**src/dpw_pkg.sv**
```systemverilog
// Package for the dual PWM generator: register map, reset values, carriers.
// Assumes an APB master with 32-bit data and byte addressing.
package dpw_pkg;
  // Register word indices
  localparam logic [7:0] DPW_OFF_DUTY0 = 8'hfc;
  localparam logic [7:0] DPW_OFF_DUTY1 = 8'hfd;
  localparam logic [7:0] DPW_OFF_PRESCALE = 8'hfe;
  // Offsets are not all word aligned, so each is an index; byte address is index times four
  localparam int DPW_ADDR_W = 10;
  localparam logic [9:0] DPW_ADDR_DUTY0 = {DPW_OFF_DUTY0, 2'b00};
  localparam logic [9:0] DPW_ADDR_DUTY1 = {DPW_OFF_DUTY1, 2'b00};
  localparam logic [9:0] DPW_ADDR_PRESCALE = {DPW_OFF_PRESCALE, 2'b00};
  // Reset values
  localparam logic [7:0] DPW_RST_DUTY = 8'h00;
  localparam logic [7:0] DPW_RST_PRESCALE = 8'h00;
  // Counter wraps after this value
  localparam logic [7:0] DPW_CNT_LAST = 8'hfe;
  // Fixed divide by two ahead of the prescaler
  localparam int DPW_PRE_DIV = 2;

  typedef struct packed {
    logic psel;
    logic penable;
    logic pwrite;
    logic [31:0] paddr;
    logic [31:0] pwdata;
  } dpw_apb_req_t;

  typedef struct packed {
    logic pready;
    logic pslverr;
    logic [31:0] prdata;
  } dpw_apb_rsp_t;
endpackage

```
**src/dpw_top.sv**
```systemverilog
// Dual PWM generator with APB register access.
// Assumes a single 100 MHz clock standing in for the oscillator; APB synchronous to it.
//
// Local design decision: register access over APB.
module dpw_top #(
  parameter int CHANNELS = 2
) (
  // Clock and reset
  input wire logic clk,
  input wire logic rst_n,
  // APB slave
  input wire dpw_pkg::dpw_apb_req_t apb_req,
  output dpw_pkg::dpw_apb_rsp_t apb_rsp,
  // Channel outputs
  output logic [CHANNELS-1:0] pwm_channel_output
);

  // Register map only has room for two compare registers
  if (CHANNELS != 2) begin : gen_bad_channels
    $error("dpw_top supports exactly two channels");
  end

  logic [7:0] duty_r [CHANNELS];
  logic [7:0] duty_nxt [CHANNELS];
  logic [7:0] reload_r;
  logic [7:0] reload_nxt;
  dpw_pkg::dpw_apb_rsp_t rsp_r;
  dpw_pkg::dpw_apb_rsp_t rsp_nxt;
  logic half_r;
  logic half_nxt;
  logic [7:0] pre_r;
  logic [7:0] pre_nxt;
  logic [7:0] cnt_r;
  logic [7:0] cnt_nxt;
  logic [CHANNELS-1:0] out_r;
  logic [CHANNELS-1:0] out_nxt;
  logic access;
  logic [9:0] word_addr;
  logic addr_hi_zero;

  assign access = apb_req.psel && apb_req.penable;
  assign word_addr = apb_req.paddr[9:0];
  assign addr_hi_zero = (apb_req.paddr[31:10] == 22'h000000);

  // Register file; zero-wait APB, unmapped addresses answer with pslverr
  always_comb begin
    reload_nxt = reload_r;
    for (int i = 0; i < CHANNELS; i++) begin
      duty_nxt[i] = duty_r[i];
    end
    rsp_nxt.pready = 1'b0;
    rsp_nxt.pslverr = 1'b0;
    rsp_nxt.prdata = 32'h00000000;
    if (apb_req.psel && !apb_req.penable) begin
      rsp_nxt.pready = 1'b1;
      if (!addr_hi_zero) begin
        rsp_nxt.pslverr = 1'b1;
      end else begin
        case (word_addr)
          dpw_pkg::DPW_ADDR_DUTY0: begin
            rsp_nxt.prdata = {24'h000000, duty_r[0]};
          end
          dpw_pkg::DPW_ADDR_DUTY1: begin
            rsp_nxt.prdata = {24'h000000, duty_r[1]};
          end
          dpw_pkg::DPW_ADDR_PRESCALE: begin
            rsp_nxt.prdata = {24'h000000, reload_r};
          end
          default: begin
            rsp_nxt.pslverr = 1'b1;
          end
        endcase
      end
      if (apb_req.pwrite) begin
        rsp_nxt.prdata = 32'h00000000;
      end
    end
    // Write takes effect at the access edge, data is held until then
    if (access && rsp_r.pready && apb_req.pwrite && addr_hi_zero) begin
      case (word_addr)
        dpw_pkg::DPW_ADDR_DUTY0: begin
          duty_nxt[0] = apb_req.pwdata[7:0];
        end
        dpw_pkg::DPW_ADDR_DUTY1: begin
          duty_nxt[1] = apb_req.pwdata[7:0];
        end
        dpw_pkg::DPW_ADDR_PRESCALE: begin
          reload_nxt = apb_req.pwdata[7:0];
        end
        default: begin
          reload_nxt = reload_r;
        end
      endcase
    end
  end

  // Timebase shared by both channels
  always_comb begin
    half_nxt = ~half_r;
    pre_nxt = pre_r;
    cnt_nxt = cnt_r;
    if (half_r) begin
      if (pre_r == 8'h00) begin
        pre_nxt = reload_r;
        if (cnt_r == dpw_pkg::DPW_CNT_LAST) begin
          cnt_nxt = 8'h00;
        end else begin
          cnt_nxt = cnt_r + 8'h01;
        end
      end else begin
        pre_nxt = pre_r - 8'h01;
      end
    end
  end

  // Compare uses next duty so a write shows on the output at the same edge that loads the register
  generate
    for (genvar g = 0; g < CHANNELS; g++) begin : gen_chan
      always_comb begin
        out_nxt[g] = (duty_nxt[g] > cnt_nxt) ? 1'b0 : 1'b1;
      end
    end
  endgenerate

  always_ff @(posedge clk or negedge rst_n) begin
    if (!rst_n) begin
      for (int i = 0; i < CHANNELS; i++) begin
        duty_r[i] <= dpw_pkg::DPW_RST_DUTY;
      end
      reload_r <= dpw_pkg::DPW_RST_PRESCALE;
      rsp_r <= '0;
      half_r <= 1'b0;
      pre_r <= 8'h00;
      cnt_r <= 8'h00;
      out_r <= '1;
    end else begin
      duty_r <= duty_nxt;
      reload_r <= reload_nxt;
      rsp_r <= rsp_nxt;
      half_r <= half_nxt;
      pre_r <= pre_nxt;
      cnt_r <= cnt_nxt;
      out_r <= out_nxt;
    end
  end

  assign apb_rsp = rsp_r;
  assign pwm_channel_output = out_r;

endmodule

```
**config.mk**
```make
export PLATFORM = sky130hd
export DESIGN_NAME = dpw_top
export DESIGN_NICKNAME = d
export VERILOG_FILES = /design/src/dpw_pkg.sv /design/src/dpw_top.sv
export SDC_FILE = /design/constraint.sdc
export NUM_CORES = 1
export LEC_CHECK = 0
export ABC_AREA = 1
export CELL_PAD_IN_SITES_DETAIL_PLACEMENT = 0
export CELL_PAD_IN_SITES_GLOBAL_PLACEMENT = 2
export CORE_MARGIN = 1
export CORE_UTILIZATION = 39
export CTS_BUF_LIST = sky130_fd_sc_hd__clkbuf_2
export DETAILED_ROUTE_END_ITERATION = 12
export DONT_BUFFER_PORTS = 1
export PLACE_DENSITY_LB_ADDON = 0.1
export SETUP_SLACK_MARGIN = 0.5
export SKIP_CTS_REPAIR_TIMING = 1
export SYNTH_ARGS = -nofsm -noshare
export SYNTH_HDL_FRONTEND = slang
export SYNTH_SLANG_ARGS = --single-unit
```
**constraint.sdc**
```tcl
create_clock -name clk -period 5.8 [get_ports clk]
set_input_delay 0.29 -clock clk [delete_from_list [all_inputs] [get_ports clk]]
set_output_delay 0.29 -clock clk [all_outputs]
set_load 0.01 [all_outputs]
```
Word level (Yosys, flattened, before mapping). Cells that the tools add are included.

Word-level logic and storage cells: 44. Bits of input ports: 69. Bits in registers: 77.

Equal/unequal tests: 4. Add/subtract/negate cells: 2. Bitwise gates (word level): 1. Reduce and logical (&&, ||, !) cells: 10. Order comparisons: 2. Mux-type cells: 15.

Operators by type and width (number): 2-to-1 mux 8 bit (7); 2-to-1 mux 34 bit (1); 2-to-1 mux 32 bit (1); equality test 10 bit (second input constant) (3); case mux 8 bit (3 select lines) (1); logical NOT 22 bit (1); greater-than comparator 8 bit (2); 2-to-1 mux 16 bit (1); adder 8 x 1 -> 8 bit (second input constant) (1); equality test 8 bit (second input constant) (1); logical NOT 8 bit (1); subtractor 8 x 1 -> 8 bit (second input constant) (1); logical AND 1 bit (5); 2-to-1 mux 1 bit (4); OR reduction 3 bit (1); AND reduction 2 bit (1); logical NOT 1 bit (1); inverter 1 bit (1).

Depth between registers and ports, before layout.
Word-level depth: 7. Mapped depth: 18. Mapped depth without buffers: 17.

Least setup slack after synthesis. OpenSTA, ideal clock, no wires.

Kind: register to register. Start: reg pre_r[0]. End: reg out_r[1], in the netlist pwm_channel_output[1]. Data required time: 5.716 ns. Buffers on the path: 0. Path slack: 3.600 ns. Data arrival time: 2.116 ns. Cell stages (with the launch flop): 18. Cells stage by stage: dfrtp_1 -> inv_1 -> ha_1 -> nand3_1 -> nor2_8 -> nand2_4 -> clkinv_2 -> nand3b_1 -> o21ai_1 -> inv_2 -> ha_1 -> inv_1 -> nor2_1 -> nor2_1 -> o21ai_0 -> nand2_1 -> nand3_1 -> o21ai_0.

Word-level cells in the longest chain between the ends: 5.

RTL lines: start, declared (line dpw_top.sv:31) `logic [7:0] pre_r;`; start signal, assigned (line dpw_top.sv:141) `pre_r <= pre_nxt;`; logical NOT 8 bit (line dpw_top.sv:103) `if (pre_r == 8'h00) begin`; 2-to-1 mux 8 bit (line dpw_top.sv:103); 2-to-1 mux 8 bit (line dpw_top.sv:102) `if (half_r) begin`; via cnt_nxt[1] (line dpw_top.sv:34) `logic [7:0] cnt_nxt;`; greater-than comparator 8 bit (line dpw_top.sv:120) `out_nxt[g] = (duty_nxt[g] > cnt_nxt) ? 1'b0 : 1'b1;`; 2-to-1 mux 1 bit (line dpw_top.sv:120); via out_nxt[1] (line dpw_top.sv:36) `logic [CHANNELS-1:0] out_nxt;`; end signal, assigned (line dpw_top.sv:143) `out_r <= out_nxt;`; end, declared (line dpw_top.sv:35) `logic [CHANNELS-1:0] out_r;`.

The timed path passes the listed nets, and every way through them passes these cells. A chain may end at the register's enable or synchronous reset.

Worst setup path after layout.
Start: reg pre_r[0]. End: reg out_r[0], in the netlist pwm_channel_output[0].

Same word-level chain as after synthesis.

==> results_tabular.tex <==
\begin{tabular}{lr}
\hline
Metric & Value \\
\hline
\multicolumn{2}{l}{\textbf{Cells and area}} \\
Total of fill cells in the finished design & 981 \\
P\&R area growth vs syn & 5.30\% \\
Util after Layout & 42.2\% \\
Footprint of the multi-input gates & 0.00193 mm2 \\
Antenna diodes & 0 \\
Area occupied by registers & 0.00133 mm2 \\
Post-layout instance count excluding filler cells & 658 \\
Share of cells above drive strength 1 & 6.81\% \\
Net count, final & 617 \\
\multicolumn{2}{l}{\textbf{Global routing}} \\
First-pass GRT wire length & 14900 um \\
Antenna violations before repair & 0 \\
Vias in the first global route & 2842 \\
Gr busiest metal & met2 \\
GRT met2 Usage & 32.3\% \\
GR Util All Layers & 19.7\% \\
Largest net degree at the start of global routing & 54 \\
Met1 capacity usage during global routing & 27.3\% \\
Grt ovf & 0 \\
Met3 routing resource usage after global routing & 3.65\% \\
\multicolumn{2}{l}{\textbf{Clocking}} \\
H-tree depth reported by CTS & 2 \\
Sink Count & 53 \\
Buffer levels on the longest clock path & 2 \\
Number of clock buffers inserted by TritonCTS & 5 \\
Clock root buffer master & clkbuf\_2 \\
Clk Latency, worst-skew pair & 0.44 ns \\
TritonCTS clock tree & done \\
Clock transition time at the flip-flop clock pins of the worst setup and hold paths & 0.28 ns \\
\multicolumn{2}{l}{\textbf{Logic synthesis}} \\
Post-Syn Instances & 520 \\
Biggest area contributors in the synthesized netlist & dfrtp\_1, nand2\_1, ha\_1 \\
Ys Warns & 0 \\
Cell area after synthesis & 0.00370 mm2 \\
Yosys top cell area share & 34.4\% \\
Count of different cell masters after synthesis & 35 \\
\#FFs+latches synth & 53 \\
Cell taking the most area after synthesis & dfrtp\_1 \\
Share of the yosys chip area belonging to registers & 35.9\% \\
Average size of a mapped cell & 7.12 um2 \\
\multicolumn{2}{l}{\textbf{Pwr}} \\
Total power divided by cell area & 391 mW/mm2 \\
Peak ir drop on the vdd network & 0.260 mV \\
Static Leak & 2.00 nW \\
\multicolumn{2}{l}{\textbf{Die}} \\
Cell Rows & 35 \\
Total I/O pin count & 105 \\
Horizontal die dimension & 99.5 um \\
Floorplan die height & 99.5 um \\
Die area & 0.00989 mm2 \\
Area inside the core boundary & 0.00924 mm2 \\
Effective utilization at floorplan & 40.1\% \\
\multicolumn{2}{l}{\textbf{Route}} \\
Routed via count & 3161 \\
1st-iter DRT viols & 131 \\
Detail-routed net length per standard cell & 14.0 um \\
Total Wirelength & 9220 um \\
Vias per cell & 4.80 \\
Antenna-violating nets left & 0 \\
Number of DRC violations after detailed routing & 0 \\
Detailed-router iteration count before antenna repair & 4 \\
\multicolumn{2}{l}{\textbf{Place}} \\
Post-detail-place hpwl & 6830 um \\
Quantity of I/O buffers inserted on ports & 0 \\
Post-Place Cells & 638 \\
Last weighted congestion value of the routability-driven placer & 0.800 \\
\multicolumn{2}{l}{\textbf{STA}} \\
Setup repair after global routing missed its margin & false \\
Clock Skew & 0.00801 ns \\
Final total negative setup slack & 0 ns \\
Remaining max-slew budget at the tightest pin & 53.4\% \\
Final hold violation count & 0 \\
Final-report setup violation count & 0 \\
Minimum clock period after layout & 2.64 ns \\
Pins over their slew limit & 0 \\
Portion of the clock cycle consumed by the worst path in the final layout & 45.5\% \\
Maximum operating frequency & 0.379 GHz \\
Worst-margin pin slew & 0.700 ns \\
\multicolumn{2}{l}{\textbf{Setup path}} \\
Maximum fanout count along the critical path & 9 \\
Worst reg2reg startpoint & pre\_r[0] \\
Startpoint kind of the worst setup timing path & flip-flop \\
Worst setup path startpoint & pre\_r[0] \\
Endpoint type of the worst setup path & flip-flop \\
Required time of the critical path & 6.21 ns \\
Arrival time at the worst endpoint & 3.05 ns \\
Crit Path Class & reg2reg \\
\multicolumn{2}{l}{\textbf{Hold path}} \\
Path class of the lowest-slack min-delay path & in2reg \\
Min-delay src & apb\_req[66] \\
\multicolumn{2}{l}{\textbf{Run}} \\
Max Cap Violations & 0 \\
\multicolumn{2}{l}{\textbf{Outcome}} \\
Run status & complete, no violations \\
\hline
\end{tabular}
metrics by stage:
stage	setup WS (ns)	power [mW]	hold slack (ns)	instance area, um2
6_report	3.16	1.53	0.0186	3900
5_1_grt	2.92	1.68	0.0283	3900
4_1_cts	3.15	1.53	-0.564	3760
3_5_place_dp	3.18	1.33	-0.00448	3700
3_3_place_gp	3.19	1.32	-0.00447	3700
2_1_floorplan	3.60	1.14	-0.00559	3790
cells in the mapped netlist:
| library cell | number |
|---|---|
| nand3b_1 | 3 |
| nor2_8 | 1 |
| inv_1 | 66 |
| o21ai_0 | 25 |
| clkinv_1 | 1 |
| nand2_1 | 150 |
| buf_6 | 3 |
| buf_2 | 3 |
| clkinv_2 | 1 |
| nor2_1 | 54 |
| dfstp_2 | 2 |
| or2_2 | 1 |
| o22ai_1 | 2 |
| nand2_4 | 2 |
| or2_1 | 1 |
| nor3_2 | 1 |
| buf_4 | 27 |
| clkbuf_1 | 1 |
| nand2_2 | 2 |
| a21oi_1 | 15 |
| nor3_1 | 4 |
| nor2_4 | 5 |
| o211ai_1 | 1 |
| inv_2 | 5 |
| nand3_2 | 6 |
| o21ai_1 | 10 |
| xor2_1 | 1 |
| nand4_2 | 1 |
| nand3_1 | 33 |
| nor2_2 | 1 |
| dfrtp_1 | 51 |
| conb_1 | 1 |
| o31ai_1 | 1 |
| nand4_1 | 19 |
| ha_1 | 20 |
final cells by class:
class | count | share of cell area [%]
multi-input combinational | 383 | 49.5
sequential | 53 | 34.1
inverter | 73 | 7.06
tap | 129 | 4.14
timing repair buffer | 12 | 3.53
clock inverter | 3 | 1.06
clock buffer | 5 | 0.641
final timing paths:
kind	slack (ns)	cells past startpoint	to
max in group asynchronous	5.18	2	pwm_channel_output[0]
worst max register to register	3.16	17	pwm_channel_output[0]
worst min-delay path	0.02	4	apb_rsp[32]
worst max-delay path	3.16	17	pwm_channel_output[0]
min in group asynchronous	0.34	2	apb_rsp[0]
worst min register to register	0.55	2	reload_r[6]
power breakdown:
| part | switching (mW) | total, mW | internal, mW |
|---|---|---|---|
| registers | 0.0260 | 0.444 | 0.418 |
| logic | 0.601 | 0.887 | 0.286 |
| clock network | 0.125 | 0.196 | 0.0711 |
| total | 0.752 | 1.53 | 0.775 |
layout by cell type (no fill, tap or decap), drive strengths merged:
cell,netlist,routed
o31ai,1,1
bufinv,0,1
nand4,20,20
o22ai,2,2
clkbuf,1,5
ha,20,20
nand2,154,154
o21ai,35,35
xor2,1,1
inv,71,71
dlygate4sd3,0,11
clkinvlp,0,1
nand3b,3,3
o211ai,1,1
dfstp,2,2
buf,33,1
nor3,5,5
clkinv,2,3
dfrtp,51,51
nor2,61,61
conb,1,24
or2,2,2
a21oi,15,15
nand3,39,39
per-layer routing:
metal | vias up | share of wire (%)
met5 | - | 0
met4 | 0 | 0.78
met3 | 6 | 3.8
met2 | 79 | 46
met1 | 1454 | 49
li1 | 1622 | -
critical path, cell delays in order, from the launching register on:
cell	delay [ns]
dfrtp_1	0.47
inv_1	0.12
ha_1	0.16
nand3_1	0.20
nor2_8	0.26
nand2_4	0.11
clkinv_2	0.16
nand3b_1	0.09
o21ai_1	0.13
inv_2	0.07
ha_1	0.29
inv_1	0.04
nor2_1	0.07
nor2_1	0.04
o21ai_0	0.16
nand2_1	0.07
nand3_1	0.07
o21ai_0	0.10
state kept, by name, indices dropped and copies added (netlist names):
signal / cells
apb_rsp: 10
half_r: 1
reload_r: 8
cnt_r: 8
pre_r: 8
duty_r: 16
pwm_channel_output: 2
kinds of logic after synthesis:
group                    Yosys count  synth area share, %
AND/OR/NAND/NOR                  284                 35.2
AO/OA/AOI/OAI                     54                 7.50
adder cells (fa/ha/maj)           20                 6.75
XOR/XNOR                           1                0.236
buffers and inverters            107                 14.3
other                              1                0.101
flip-flops                        53                 35.9
Note: power is estimated with default switching activity, not from simulation.
